==> src/rtl/interval_clock_regs.svh <==
// Notes on behaviour
// - Decrement once per 10 us tick while running
// - Preset is up to three 8-bit bytes
// - Interrupt at zero only if command bit 0
// - Bit 1 restarts from preset, else hold
// - Bits 3:2 give byte count for load/readout
// - Bits 3:0 sampled only when bit 4 set
// - Bit 6 arms preset byte loading
// - Count only while latest command bit 7 set
// - Bit 5 requests a count snapshot
// - Command word latched on command transfer
// - Status bit 0 reads one: on-line
// - Preset bytes arrive most significant first
// - Unloaded high counter bytes cleared to zero
// - Answers only its fixed unit code
// - Counting ignores host run or halt
// - First period may be one tick short
// - Interrupt level routed outside, any group
// - Snapshot holds 24 bits, read MSB first
// - Zero-count interrupt ends snapshot readout
// - Auto restart reloads last preset at zero, same edge as interrupt
`ifndef INTERVAL_CLOCK_REGS_SVH
`define INTERVAL_CLOCK_REGS_SVH
`define CLK_PERIOD_NS 10
`define TICK_PERIOD_NS 10000
`define TICK_CYCLES (`TICK_PERIOD_NS / `CLK_PERIOD_NS)
`define CMD_INT_EN_BIT 0
`define CMD_RESTART_BIT 1
`define CMD_BCOUNT_LO 2
`define CMD_BCOUNT_HI 3
`define CMD_SAMPLE_BIT 4
`define CMD_SNAP_BIT 5
`define CMD_LOAD_BIT 6
`define CMD_RUN_BIT 7
`define CMD_RESET 8'h00
`define STATUS_ONLINE 8'h01
`define DEFAULT_UNIT 2'h0
`endif

==> src/rtl/interval_clock_pkg.sv <==
package interval_clock_pkg;
    // One channel transfer from the I/O controller
    typedef struct packed {
        logic [1:0] unit;
        logic output_command_transfer;
        logic input_status_transfer;
        logic output_data_transfer;
        logic input_data_transfer;
        logic [7:0] data;
    } chan_req_t;
    // Answer returned on an input transfer
    typedef struct packed {
        logic valid;
        logic [7:0] data;
    } chan_rsp_t;
    typedef enum logic [1:0] {
        XFER_IDLE = 2'b00,
        XFER_LOAD = 2'b01,
        XFER_SNAP = 2'b10
    } xfer_state_t;
endpackage

==> src/rtl/tick_divider.sv <==
`timescale 1ns/1ns
`include "interval_clock_regs.svh"
// Free-running 10 us time base, never gated by the host
module tick_divider
(
    input wire logic sys_clk,
    input wire logic rst_sync_b,
    output logic tick
);
    localparam int CW = $clog2(`TICK_CYCLES);
    localparam logic [CW-1:0] LAST = CW'(`TICK_CYCLES - 1);
    logic [CW-1:0] cnt_reg;
    logic [CW-1:0] cnt_next;
    logic tick_next;

    // Wrap counter; pulse on wrap
    always_comb
    begin
        tick_next = (cnt_reg == LAST);
        cnt_next = tick_next ? '0 : cnt_reg + CW'(1);
    end

    always_ff @(posedge sys_clk or negedge rst_sync_b)
    begin
        if (!rst_sync_b)
        begin
            cnt_reg <= '0;
            tick <= 1'b0;
        end
        else
        begin
            cnt_reg <= cnt_next;
            tick <= tick_next;
        end
    end

    // Pulse only at the wrap, so spacing is exactly one full count
    a_tick_wrap: assert property (@(posedge sys_clk) disable iff (!rst_sync_b)
        (cnt_reg == LAST) |=> tick)
        else $error("tick missing at wrap");
    a_tick_only_wrap: assert property (@(posedge sys_clk) disable iff (!rst_sync_b)
        tick |-> cnt_reg == '0)
        else $error("tick away from wrap");
endmodule

==> src/rtl/io_countdown_interval_clock.sv <==
`timescale 1ns/1ns
`include "interval_clock_regs.svh"
module io_countdown_interval_clock
(
    input wire logic sys_clk,
    input wire logic rst_b,
    input wire logic [1:0] unit_strap,
    input wire interval_clock_pkg::chan_req_t req,
    output interval_clock_pkg::chan_rsp_t rsp,
    output logic zero_irq
);
    import interval_clock_pkg::*;

    logic rst_meta_b;
    logic rst_sync_b;
    logic tick;
    logic [1:0] strap_meta_reg;
    logic [1:0] strap_sync_reg;
    logic run_reg;
    logic run_next;
    logic [3:0] cfg_reg;
    logic [3:0] cfg_next;
    logic [23:0] count_reg;
    logic [23:0] count_next;
    logic [23:0] preset_reg;
    logic [23:0] preset_next;
    logic [23:0] snap_reg;
    logic [23:0] snap_next;
    logic [1:0] bytes_left_reg;
    logic [1:0] bytes_left_next;
    xfer_state_t xfer_reg;
    xfer_state_t xfer_next;
    chan_rsp_t rsp_next;
    logic irq_next;
    logic sel;
    logic hit_zero;
    logic data_out_sel;
    logic data_in_sel;

    // Byte count field; zero treated as three full bytes
    function automatic logic [1:0] byte_total(input logic [3:0] cfg);
        byte_total = (cfg[3:2] == 2'h0) ? 2'h3 : cfg[3:2];
    endfunction

    // Reset release through two flops
    always_ff @(posedge sys_clk or negedge rst_b)
    begin
        if (!rst_b)
        begin
            rst_meta_b <= 1'b0;
            rst_sync_b <= 1'b0;
        end
        else
        begin
            rst_meta_b <= 1'b1;
            rst_sync_b <= rst_meta_b;
        end
    end

    // Strap is static, yet still a pin, so two flops; settled long before reset ends
    always_ff @(posedge sys_clk)
    begin
        strap_meta_reg <= unit_strap;
        strap_sync_reg <= strap_meta_reg;
    end

    tick_divider u_tick
    (
        .sys_clk(sys_clk),
        .rst_sync_b(rst_sync_b),
        .tick(tick)
    );

    // Unit code from the synchronised strap
    assign sel = (req.unit == strap_sync_reg);
    assign hit_zero = run_reg && tick && (count_reg == 24'h000001);
    // Lone data strobes, as the priority chain below sees them
    assign data_out_sel = sel && req.output_data_transfer && !req.output_command_transfer && !req.input_status_transfer;
    assign data_in_sel = sel && req.input_data_transfer && !req.output_command_transfer
                         && !req.input_status_transfer && !req.output_data_transfer;

    always_comb
    begin
        run_next = run_reg;
        cfg_next = cfg_reg;
        count_next = count_reg;
        preset_next = preset_reg;
        snap_next = snap_reg;
        bytes_left_next = bytes_left_reg;
        xfer_next = xfer_reg;
        rsp_next = '0;
        irq_next = 1'b0;
        // Countdown, gated only by run bit, never by the host
        if (run_reg && tick && count_reg != 24'h0)
        begin
            count_next = count_reg - 24'h1;
            if (hit_zero)
            begin
                irq_next = cfg_reg[`CMD_INT_EN_BIT];
                if (xfer_reg == XFER_SNAP)
                begin
                    xfer_next = XFER_IDLE;
                end
                if (cfg_reg[`CMD_RESTART_BIT])
                begin
                    count_next = preset_reg;
                end
                else
                begin
                    run_next = 1'b0;
                end
            end
        end
        if (sel && req.output_command_transfer)
        begin
            // Command latch; low bits only sampled with bit 4
            run_next = req.data[`CMD_RUN_BIT];
            if (req.data[`CMD_SAMPLE_BIT])
            begin
                cfg_next = req.data[3:0];
            end
            if (req.data[`CMD_LOAD_BIT])
            begin
                xfer_next = XFER_LOAD;
                preset_next = 24'h0;
                bytes_left_next = req.data[`CMD_SAMPLE_BIT] ? byte_total(req.data[3:0]) : byte_total(cfg_reg);
            end
            else if (req.data[`CMD_SNAP_BIT])
            begin
                xfer_next = XFER_SNAP;
                snap_next = count_reg;
                bytes_left_next = req.data[`CMD_SAMPLE_BIT] ? byte_total(req.data[3:0]) : byte_total(cfg_reg);
            end
        end
        else if (sel && req.input_status_transfer)
        begin
            rsp_next.valid = 1'b1;
            rsp_next.data = `STATUS_ONLINE;
        end
        else if (sel && req.output_data_transfer && xfer_reg == XFER_LOAD)
        begin
            // Shift in MSB first; unloaded upper bytes stay zero
            preset_next = {preset_reg[15:0], req.data};
            bytes_left_next = bytes_left_reg - 2'h1;
            if (bytes_left_reg == 2'h1)
            begin
                xfer_next = XFER_IDLE;
                count_next = {preset_reg[15:0], req.data};
            end
        end
        else if (sel && req.input_data_transfer)
        begin
            rsp_next.valid = 1'b1;
            rsp_next.data = 8'h00;
            if (xfer_reg == XFER_SNAP)
            begin
                // Byte selected by how many remain, MSB first
                case (bytes_left_reg)
                    2'h3: rsp_next.data = snap_reg[23:16];
                    2'h2: rsp_next.data = snap_reg[15:8];
                    2'h1: rsp_next.data = snap_reg[7:0];
                    default: rsp_next.data = 8'h00;
                endcase
                bytes_left_next = bytes_left_reg - 2'h1;
                if (bytes_left_reg == 2'h1)
                begin
                    xfer_next = XFER_IDLE;
                end
            end
        end
    end

    always_ff @(posedge sys_clk or negedge rst_sync_b)
    begin
        if (!rst_sync_b)
        begin
            run_reg <= 1'b0;
            cfg_reg <= 4'h0;
            count_reg <= 24'h0;
            preset_reg <= 24'h0;
            snap_reg <= 24'h0;
            bytes_left_reg <= 2'h0;
            xfer_reg <= XFER_IDLE;
            rsp <= '0;
            zero_irq <= 1'b0;
        end
        else
        begin
            run_reg <= run_next;
            cfg_reg <= cfg_next;
            count_reg <= count_next;
            preset_reg <= preset_next;
            snap_reg <= snap_next;
            bytes_left_reg <= bytes_left_next;
            xfer_reg <= xfer_next;
            rsp <= rsp_next;
            zero_irq <= irq_next;
        end
    end

    // Checks beside the logic
    a_irq_at_zero: assert property (@(posedge sys_clk) disable iff (!rst_sync_b)
        zero_irq |-> $past(cfg_reg[`CMD_INT_EN_BIT]) && $past(count_reg) == 24'h1)
        else $error("interrupt without enable or zero");
    a_count_step: assert property (@(posedge sys_clk) disable iff (!rst_sync_b)
        (run_reg && !tick && !req.output_command_transfer && !req.output_data_transfer) |=> $stable(count_reg))
        else $error("count moved without tick");
    a_hold_at_zero: assert property (@(posedge sys_clk) disable iff (!rst_sync_b)
        (hit_zero && !cfg_reg[`CMD_RESTART_BIT] && !(sel && req.output_command_transfer)) |=> !run_reg && count_reg == 24'h0)
        else $error("no hold at zero");
    a_restart_load: assert property (@(posedge sys_clk) disable iff (!rst_sync_b)
        (hit_zero && cfg_reg[`CMD_RESTART_BIT] && !(sel && (req.output_data_transfer || req.output_command_transfer)))
        |=> count_reg == $past(preset_reg))
        else $error("no reload on restart");
    a_status_online: assert property (@(posedge sys_clk) disable iff (!rst_sync_b)
        (sel && req.input_status_transfer && !req.output_command_transfer) |=> rsp.valid && rsp.data == `STATUS_ONLINE)
        else $error("status not on-line");
    a_unit_ignore: assert property (@(posedge sys_clk) disable iff (!rst_sync_b)
        (!sel && !hit_zero) |=> !rsp.valid && $stable(run_reg))
        else $error("answered foreign unit");
    a_run_latch: assert property (@(posedge sys_clk) disable iff (!rst_sync_b)
        (sel && req.output_command_transfer) |=> run_reg == $past(req.data[`CMD_RUN_BIT]))
        else $error("run bit not latched");
    a_cfg_hold: assert property (@(posedge sys_clk) disable iff (!rst_sync_b)
        (sel && req.output_command_transfer && !req.data[`CMD_SAMPLE_BIT]) |=> $stable(cfg_reg))
        else $error("config changed without sample");
    a_snap_end: assert property (@(posedge sys_clk) disable iff (!rst_sync_b)
        (hit_zero && xfer_reg == XFER_SNAP && !(sel && req.output_command_transfer)) |=> xfer_reg == XFER_IDLE)
        else $error("snapshot not ended");

    // Command side: sampling, arming and capture
    a_cfg_sample: assert property (@(posedge sys_clk) disable iff (!rst_sync_b)
        (sel && req.output_command_transfer && req.data[`CMD_SAMPLE_BIT])
        |=> cfg_reg == $past(req.data[3:0]))
        else $error("config bits not sampled");
    a_load_arm: assert property (@(posedge sys_clk) disable iff (!rst_sync_b)
        (sel && req.output_command_transfer && req.data[`CMD_LOAD_BIT])
        |=> xfer_reg == XFER_LOAD && preset_reg == 24'h0)
        else $error("load not armed");
    a_load_bytes: assert property (@(posedge sys_clk) disable iff (!rst_sync_b)
        (sel && req.output_command_transfer && req.data[`CMD_LOAD_BIT] && req.data[`CMD_SAMPLE_BIT])
        |=> bytes_left_reg == byte_total($past(req.data[3:0])))
        else $error("byte count not taken");
    a_snap_take: assert property (@(posedge sys_clk) disable iff (!rst_sync_b)
        (sel && req.output_command_transfer && !req.data[`CMD_LOAD_BIT] && req.data[`CMD_SNAP_BIT])
        |=> xfer_reg == XFER_SNAP && snap_reg == $past(count_reg))
        else $error("snapshot not taken");

    // Preset bytes: shift in, finish, refuse strays
    a_preset_shift: assert property (@(posedge sys_clk) disable iff (!rst_sync_b)
        (data_out_sel && xfer_reg == XFER_LOAD)
        |=> preset_reg == {$past(preset_reg[15:0]), $past(req.data)})
        else $error("preset byte not shifted in");
    a_load_done: assert property (@(posedge sys_clk) disable iff (!rst_sync_b)
        (data_out_sel && xfer_reg == XFER_LOAD && bytes_left_reg == 2'h1)
        |=> xfer_reg == XFER_IDLE && count_reg == preset_reg)
        else $error("count not loaded from preset");
    a_load_ignore: assert property (@(posedge sys_clk) disable iff (!rst_sync_b)
        (data_out_sel && xfer_reg != XFER_LOAD) |=> $stable(preset_reg))
        else $error("stray data byte taken");
    a_preset_keep: assert property (@(posedge sys_clk) disable iff (!rst_sync_b)
        !(sel && (req.output_command_transfer || req.output_data_transfer)) |=> $stable(preset_reg))
        else $error("preset changed on its own");

    // Snapshot readout, high byte first
    a_snap_high: assert property (@(posedge sys_clk) disable iff (!rst_sync_b)
        (data_in_sel && xfer_reg == XFER_SNAP && bytes_left_reg == 2'h3)
        |=> rsp.valid && rsp.data == $past(snap_reg[23:16]))
        else $error("wrong high snapshot byte");
    a_snap_mid: assert property (@(posedge sys_clk) disable iff (!rst_sync_b)
        (data_in_sel && xfer_reg == XFER_SNAP && bytes_left_reg == 2'h2)
        |=> rsp.valid && rsp.data == $past(snap_reg[15:8]))
        else $error("wrong middle snapshot byte");
    a_snap_low: assert property (@(posedge sys_clk) disable iff (!rst_sync_b)
        (data_in_sel && xfer_reg == XFER_SNAP && bytes_left_reg == 2'h1)
        |=> rsp.valid && rsp.data == $past(snap_reg[7:0]) && xfer_reg == XFER_IDLE)
        else $error("wrong low snapshot byte");
    a_snap_keep: assert property (@(posedge sys_clk) disable iff (!rst_sync_b)
        !(sel && req.output_command_transfer) |=> $stable(snap_reg))
        else $error("snapshot changed without command");
    a_data_in_idle: assert property (@(posedge sys_clk) disable iff (!rst_sync_b)
        (data_in_sel && xfer_reg != XFER_SNAP) |=> rsp.valid && rsp.data == 8'h00)
        else $error("data outside snapshot not zero");

    // Counting and the zero event
    a_count_down: assert property (@(posedge sys_clk) disable iff (!rst_sync_b)
        (run_reg && tick && count_reg > 24'h1 && !data_out_sel) |=> count_reg == $past(count_reg) - 24'h1)
        else $error("count did not step down");
    a_hold_no_run: assert property (@(posedge sys_clk) disable iff (!rst_sync_b)
        (!run_reg && !data_out_sel) |=> $stable(count_reg))
        else $error("count moved while held");
    a_zero_stays: assert property (@(posedge sys_clk) disable iff (!rst_sync_b)
        (count_reg == 24'h0 && !data_out_sel) |=> count_reg == 24'h0 && !zero_irq)
        else $error("count left zero on its own");
    a_restart_run: assert property (@(posedge sys_clk) disable iff (!rst_sync_b)
        (hit_zero && cfg_reg[`CMD_RESTART_BIT] && !(sel && req.output_command_transfer)) |=> run_reg)
        else $error("restart stopped counting");
    a_irq_masked: assert property (@(posedge sys_clk) disable iff (!rst_sync_b)
        (hit_zero && !cfg_reg[`CMD_INT_EN_BIT]) |=> !zero_irq)
        else $error("masked interrupt raised");
    a_irq_single: assert property (@(posedge sys_clk) disable iff (!rst_sync_b)
        zero_irq |=> !zero_irq)
        else $error("interrupt wider than one cycle");

    c_irq: cover property (@(posedge sys_clk) disable iff (!rst_sync_b) zero_irq);
    c_load_done: cover property (@(posedge sys_clk) disable iff (!rst_sync_b)
        xfer_reg == XFER_LOAD ##1 xfer_reg == XFER_IDLE);
    c_snap_read: cover property (@(posedge sys_clk) disable iff (!rst_sync_b)
        rsp.valid && xfer_reg == XFER_SNAP);
    c_restart: cover property (@(posedge sys_clk) disable iff (!rst_sync_b)
        hit_zero && cfg_reg[`CMD_RESTART_BIT]);
    c_snap_cut: cover property (@(posedge sys_clk) disable iff (!rst_sync_b)
        hit_zero && xfer_reg == XFER_SNAP);
endmodule

==> config.mk <==
export PLATFORM = sky130hd
export DESIGN_NAME = io_countdown_interval_clock
export DESIGN_NICKNAME = d
export VERILOG_FILES = /design/src/rtl/interval_clock_pkg.sv /design/src/rtl/tick_divider.sv /design/src/rtl/io_countdown_interval_clock.sv
export VERILOG_INCLUDE_DIRS = /design/src /design/src/rtl
export SDC_FILE = /design/constraint.sdc
export NUM_CORES = 1
export LEC_CHECK = 0
export CAP_MARGIN = 15
export CORE_UTILIZATION = 35
export DETAILED_ROUTE_END_ITERATION = 7
export DONT_BUFFER_PORTS = 1
export HOLD_SLACK_MARGIN = 0.02
export SLEW_MARGIN = 20
export SYNTH_ARGS = -nofsm -noshare
export SYNTH_HDL_FRONTEND = slang
export SYNTH_SLANG_ARGS = --single-unit
==> constraint.sdc <==
create_clock -name sys_clk -period 4.7 [get_ports sys_clk]
set_input_delay 0.94 -clock sys_clk [delete_from_list [all_inputs] [get_ports sys_clk]]
set_output_delay 0.94 -clock sys_clk [all_outputs]
set_load 0.01 [all_outputs]
[Word level (Yosys, flattened, before mapping)]
Index checks and enable logic that the tools add are counted.
Operators by class
  bitwise logic cells: 1
  reduce and logical (&&, ||, !) cells: 21
  add/sub/neg operators: 3
  eq/ne operators: 12
  mux-type cells: 45
Operators by type and width (number)
  2-to-1 mux 24 bit: 11
  2-to-1 mux 2 bit: 21
  2-to-1 mux 9 bit: 4
  == test 24 x 1 -> 1 bit (second input constant): 1
  case mux 8 bit (3 select lines): 1
  nonzero test 24 bit: 1
  subtractor 24 x 1 -> 24 bit (second input constant): 1
  adder 10 x 1 -> 10 bit (second input constant): 1
  == test 10 bit (second input constant): 1
  2-to-1 mux 10 bit: 1
  AND reduction 3 bit: 3
  logical AND 1 bit: 8
  2-to-1 mux 8 bit: 1
  == test 2 bit (second input constant): 3
  2-to-1 mux 1 bit: 6
  nonzero test 2 bit: 3
  nonzero test 3 bit: 2
  == test 2 x 1 -> 1 bit (second input constant): 2
  zero test 2 bit: 2
  inequality test 2 bit (second input constant): 2
  AND reduction 4 bit: 1
  inequality test 3 bit (second input constant): 1
  == test 2 bit: 1
  inequality test 2 x 1 -> 1 bit (second input constant): 1
  3 further kinds: 3
Word-level totals
  register bits after elaboration: 108
  logic and storage cells: 98

[Logic depth before layout (Yosys ltp)]
  word-level depth: 10
  depth in mapped cells: 9
  depth with buffers taken out: 8

[By module]
From an unflattened synthesis, not the netlist that was laid out.
Unflattened totals
  cells, all modules: 557
  area total of the unflattened synthesis: 5494.0 um^2
By module, submodules not included
  io_countdown_interval_clock: area an instance 4996.0 um^2, instances 1, cells each 514
  tick_divider: area an instance 498.0 um^2, instances 1, cells each 43

[Worst setup path before layout]
OpenSTA, ideal clock, no wires.
  kind: input to register
  start: input port req[13] (netlist name)
  end: register snap_reg[10]
  data required time: 4.575 ns
  setup slack: 2.012 ns
  path buffers: 2
  cell stages on the path: 8
  arrival: 2.564 ns
  library setup time: 0.125 ns
  cell sequence: xor2_1 > nor2_1 > and2_1 > buf_2 > nand2_1 > nor2_1 > buf_2 > mux2_2
Between the ends
  cells in the longest elaborated chain, start to end: 3
Ends and longest elaborated chain
  from (decl): RTL line io_countdown_interval_clock.sv:8  | input wire interval_clock_pkg::chan_req_t req,
  == test 2 bit: RTL line io_countdown_interval_clock.sv:75  | assign sel = (req.unit == strap_sync_reg);
  logical AND 1 bit: RTL line io_countdown_interval_clock.sv:114  | if (sel && req.output_command_transfer)
  AND reduction 3 bit (no source line)
  to (signal assigned): RTL line io_countdown_interval_clock.sv:193  | snap_reg <= snap_next;
  to (decl): RTL line io_countdown_interval_clock.sv:27  | logic [23:0] snap_reg;
No other way between the ends.
A chain may end at the register's enable or synchronous reset.

[Final worst setup path]
  start: register count_reg[14]
  end: register count_reg[16]
Between the ends
  cells in the longest elaborated chain, start to end: 8
  elaborated cells between the ends (all ways): 12
  classes of those cells: add/sub: 1; eq/ne: 1; mux: 7; reduce/logical: 3
Ends and longest elaborated chain
  from (decl): RTL line io_countdown_interval_clock.sv:23  | logic [23:0] count_reg;
  from (signal assigned): RTL line io_countdown_interval_clock.sv:191  | count_reg <= count_next;
  subtractor 24 x 1 -> 24 bit or == test 24 x 1 -> 1 bit (tied branches): RTL line io_countdown_interval_clock.sv:96, io_countdown_interval_clock.sv:76
  2-to-1 mux 24 bit or logical AND 1 bit (tied branches): RTL line io_countdown_interval_clock.sv:104, io_countdown_interval_clock.sv:76
  2-to-1 mux 24 bit: RTL line io_countdown_interval_clock.sv:97  | if (hit_zero)
  2-to-1 mux 24 bit (*): RTL line io_countdown_interval_clock.sv:94  | if (run_reg && tick && count_reg != 24'h0)
  2-to-1 mux 24 bit: RTL line io_countdown_interval_clock.sv:145  | if (bytes_left_reg == 2'h1)
  2-to-1 mux 24 bit: RTL line io_countdown_interval_clock.sv:140  | else if (sel && req.output_data_transfer && xfer_reg == XFER_LOAD)
  2-to-1 mux 24 bit: RTL line io_countdown_interval_clock.sv:135  | else if (sel && req.input_status_transfer)
  2-to-1 mux 24 bit (*): RTL line io_countdown_interval_clock.sv:114
  named net count_next[16]: RTL line io_countdown_interval_clock.sv:24  | logic [23:0] count_next;
The timed path passes the listed nets; every way through them passes the cells marked *.

==> qor_table.md <==
| Metric | Reported | Unit |
|:---|:---|:---|
| Outcome | complete, no violations | - |
| Setup repair after global routing missed its margin | no | - |
| Share of cells above drive strength 1 | 13.1 | % |
| H-tree levels | 3 | - |
| Number of buffers inserted by port buffering | 0 | - |
| Met3 wire len | 836 | um |
| Flip-flop and latch count after synthesis | 108 | - |
| Inserted Diodes | 0 | - |
| Area share of the largest cell type after synthesis | 51.1 | % |
| Compound-Gate Fraction of Synth Area | 17.2 | % |
| Number of buffers added for setup after CTS | 0 | - |
| CP Launch Type | flip-flop | - |
| XOR/XNOR Fraction of Synth Area | 4.47 | % |
| Setup Crit Path Kind | flip-flop to flip-flop | - |
| Via-per-instance ratio | 5.89 | - |
| CP Data Required Time | 4.94 | ns |
| Largest fanout of any net on the critical path | 40 | - |
| Sequential area share after synthesis | 52.7 | % |
| Wire length on met1 | 5790 | um |
| Worst clock skew | 0.0113 | ns |
| Main flop type after synthesis | sky130_fd_sc_hd__dfrtp_1 | - |
| Actual slew at the worst max-slew pin | 1.09 | ns |
| Most area-consuming cells after synthesis | sky130_fd_sc_hd__dfrtp_1 (51%), sky130_fd_sc_hd__mux2_2 (6.0%), sky130_fd_sc_hd__a22o_1 (4.1%), sky130_fd_sc_hd__o21ai_0 (3.7%), sky130_fd_sc_hd__nor2_1 (3.4%) | - |
| Max-capacitance violation count | 0 | - |
| Data arrival, critical path | 3.39 | ns |
| Site Rows | 43 | - |
| Worst IR drop on VDD | 0.177 | mV |
| Synth Warn # | 0 | - |
| Max Freq | 318 | MHz |
| Multiplexer share of the synthesized area | 5.97 | % |
| Area grow syn2layout | 9.36 | % |
| Count of unique library cells instantiated by Yosys | 56 | - |
| Tcrit/Tclk final | 67.0 | % |
| Dominant combinational cell family by area after synthesis | compound AO/OA/AOI/OAI gates | - |
| Count of instances resized after the clock tree is built | 0 | - |
| Buffer cell driving the clock tree root | sky130_fd_sc_hd__clkbuf_16 | - |
| Met2 routed wirelength | 5700 | um |
| Routability congestion estimate from global placement | 0.818 | - |
| Post-synthesis share of cell area spent on and, or, nand and nor gates | 15.0 | % |
| Asr flop ratio synth | 96.3 | % |
| GRT Overall Usage | 18.2 | % |
| Count of clock tree sinks | 108 | - |
| Ranking of synthesized cells by instance count | sky130_fd_sc_hd__dfrtp_1 (104), sky130_fd_sc_hd__nor2_1 (46), sky130_fd_sc_hd__o21ai_0 (38) | - |
| Power Dens Cells | 424 | nW/um^2 |
| Half-perimeter wire length after placement | 8840 | um |
| Synth Net Count | 496 | - |
| Skew-Pair Late Insertion Delay | 0.36 | ns |
| Wire length of the first global-routing pass | 20600 | um |
| Via count | 3806 | - |
| Nets | 487 | - |
| Vertical extent of the die | 123 | um |
| Pin count of the biggest net entering global routing | 68 | - |
| DRC marker count from the first detailed-route iteration | 336 | - |
| Category of the worst setup path capture point | flip-flop | - |
| Number of fill cells in the layout | 1318 | - |
| Final worst setup slack | 1.55 | ns |
| Mean Syn Cell Area | 10.8 | sq um |
| Via count of the first global-routing pass | 3621 | - |
| Final Max Tran Viols | 0 | - |
| Headroom to the max-slew limit | 27.0 | % |
| Type of the tightest min-delay check | primary input to asynchronous set/reset pin | - |
| GRT overflow | 0 | - |
| Starting density of the core | 36.3 | % |
| DRC violation count after routing | 0 | - |
| Dominant cell by count in the synthesized netlist | sky130_fd_sc_hd__dfrtp_1 | - |
| Adder and majority gate portion of the synthesized area | 1.97 | % |
| First drt pass iteration count | 5 | - |
| Number of synthesized flops with an enable pin | 0 | - |
| Area of the core | 14000 | sq um |
| Clk slew on worst S/H paths | 0.07 | ns |
| Post-detailed-route wirelength per cell | 19.4 | um |
| Remaining number of nets flagged by the antenna check after routing | 0 | - |
| Cts bufs inserted | 9 | - |
| Leakage component of the power | 2.44 | nW |
| Total negative setup slack | 0 | ns |
| Setup violations, final | 0 | - |
| Count of pins on the block boundary | 28 | - |
| Post-layout min period | 3.15 | ns |
| CTS tree | done | - |
| Highest layer used for signal routing | met4 | - |
| Fin. Hold Viols | 0 | - |
| Dominant cell type by area after synthesis | sky130_fd_sc_hd__dfrtp_1 | - |
| Netlist area before placement | 5090 | sq um |
| Synth Instances | 470 | - |
| Horizontal die dimension | 123 | um |
| Initial antenna violation count | 0 | - |
| Number of buffers inserted by hold repair at cts | 0 | - |
| Placement Setup Slack | 1.37 | ns |
| Full die area | 15000 | sq um |
| CTS Buffer Depth | 2 | - |
| Final wirelength | 12600 | um |
[layout by cell type (no fill, tap or decap), types with 2 or more instances in the layout]
master                       count
sky130_fd_sc_hd__or4_4           2
sky130_fd_sc_hd__a211oi_1        4
sky130_fd_sc_hd__o41ai_1         2
sky130_fd_sc_hd__a22oi_1        14
sky130_fd_sc_hd__or3_1           5
sky130_fd_sc_hd__a222oi_1        8
sky130_fd_sc_hd__o21ai_0        38
sky130_fd_sc_hd__ha_1            8
sky130_fd_sc_hd__a221o_1         4
sky130_fd_sc_hd__or4_1           4
sky130_fd_sc_hd__mux2_2         27
sky130_fd_sc_hd__o221ai_1        2
sky130_fd_sc_hd__nand3_1        12
sky130_fd_sc_hd__xor2_1         12
sky130_fd_sc_hd__nor2_1         45
sky130_fd_sc_hd__nand4_1         7
sky130_fd_sc_hd__xnor2_1        14
sky130_fd_sc_hd__dfxtp_1         4
sky130_fd_sc_hd__a22o_1         24
sky130_fd_sc_hd__clkbuf_16       9
sky130_fd_sc_hd__a31oi_1         2
sky130_fd_sc_hd__nand3b_1        5
sky130_fd_sc_hd__inv_8           2
sky130_fd_sc_hd__and2_1          3
sky130_fd_sc_hd__and3_1          4
sky130_fd_sc_hd__o211ai_1        3
sky130_fd_sc_hd__o21ai_1         2
sky130_fd_sc_hd__o22ai_1         2
sky130_fd_sc_hd__inv_1           7
sky130_fd_sc_hd__buf_4           4
sky130_fd_sc_hd__nor2_4          2
sky130_fd_sc_hd__a21oi_1        12
sky130_fd_sc_hd__nor4_1          4
sky130_fd_sc_hd__nor3_1          9
sky130_fd_sc_hd__dfrtp_1       103
sky130_fd_sc_hd__nand2_1        32
sky130_fd_sc_hd__clkinvlp_4      3
[metal layers]
metal  GRT usage, %  vias up
li1               -     1723
met1           24.3     1928
met2           28.2      137
met3           5.07       18
met4           6.17        0
met5              0        -
[critical path: stages, from the launching register on]
cell and delay [ns]:
sky130_fd_sc_hd__dfrtp_1 0.49, sky130_fd_sc_hd__or4_4 0.61, sky130_fd_sc_hd__nor2_1 0.38, sky130_fd_sc_hd__nand4_2 0.84, sky130_fd_sc_hd__nor2_1 0.33, sky130_fd_sc_hd__a211oi_1 0.08
sky130_fd_sc_hd__a221o_1 0.29
[through the flow]
| stage | std cells | cell area [sq um] | util [%] | hold slack [ns] | power [mW] |
|---|---|---|---|---|---|
| final | 646 | 5570 | 39.7 | 0.270 | 2.36 |
| after global routing | 646 | 5570 | 39.7 | 0.251 | 2.49 |
| after CTS | 646 | 5560 | 39.6 | 0.259 | 2.37 |
| after detailed placement | 630 | 5260 | 37.4 | 0.313 | 1.59 |
| after global placement | 630 | 5260 | 37.4 | 0.310 | 1.58 |
| after floorplan | 470 | 5090 | - | 0.310 | 1.46 |
[worst paths after layout]
kind,start,endpoint,slack (ns),depth (start not counted)
min in group sys_clk,strap_meta_reg[1],strap_sync_reg[1],0.33,0
min,rst_b,rst_sync_b,0.27,0
max in group asynchronous,rst_sync_b,rsp[5],3.27,1
min reg2reg,strap_meta_reg[1],strap_sync_reg[1],0.33,0
max,count_reg[14],count_reg[16],1.55,6
max reg2reg,count_reg[14],count_reg[16],1.55,6
[final cells by class]
cell class                 instances  area [sq um]  area share (%)
clock buffer                       9           225            4.04
timing repair buffer               4          30.0           0.539
sequential                       108          2690            48.2
inverter                           7          26.3           0.472
tap                              180           225            4.04
multi-input combinational        331          2290            41.2
clock inverter                     7          83.8            1.51
[cell families after synthesis]
logic type,Yosys count
adders and majority gates,8
AOI/OAI and AO/OA,124
and+or+nand+nor,145
xor gates and xnor gates,26
buffers and inverters,31
other,1
muxes,27
DFF,108
[power by group]
group | switching, mW | leakage [nW] | internal [mW] | total [mW]
clock network | 0.364 | 0.142 | 0.423 | 0.786
logic | 0.243 | 0.863 | 0.191 | 0.434
registers | 0.131 | 1.43 | 1.01 | 1.14
No activity file was read; power rests on OpenSTA's default activity.
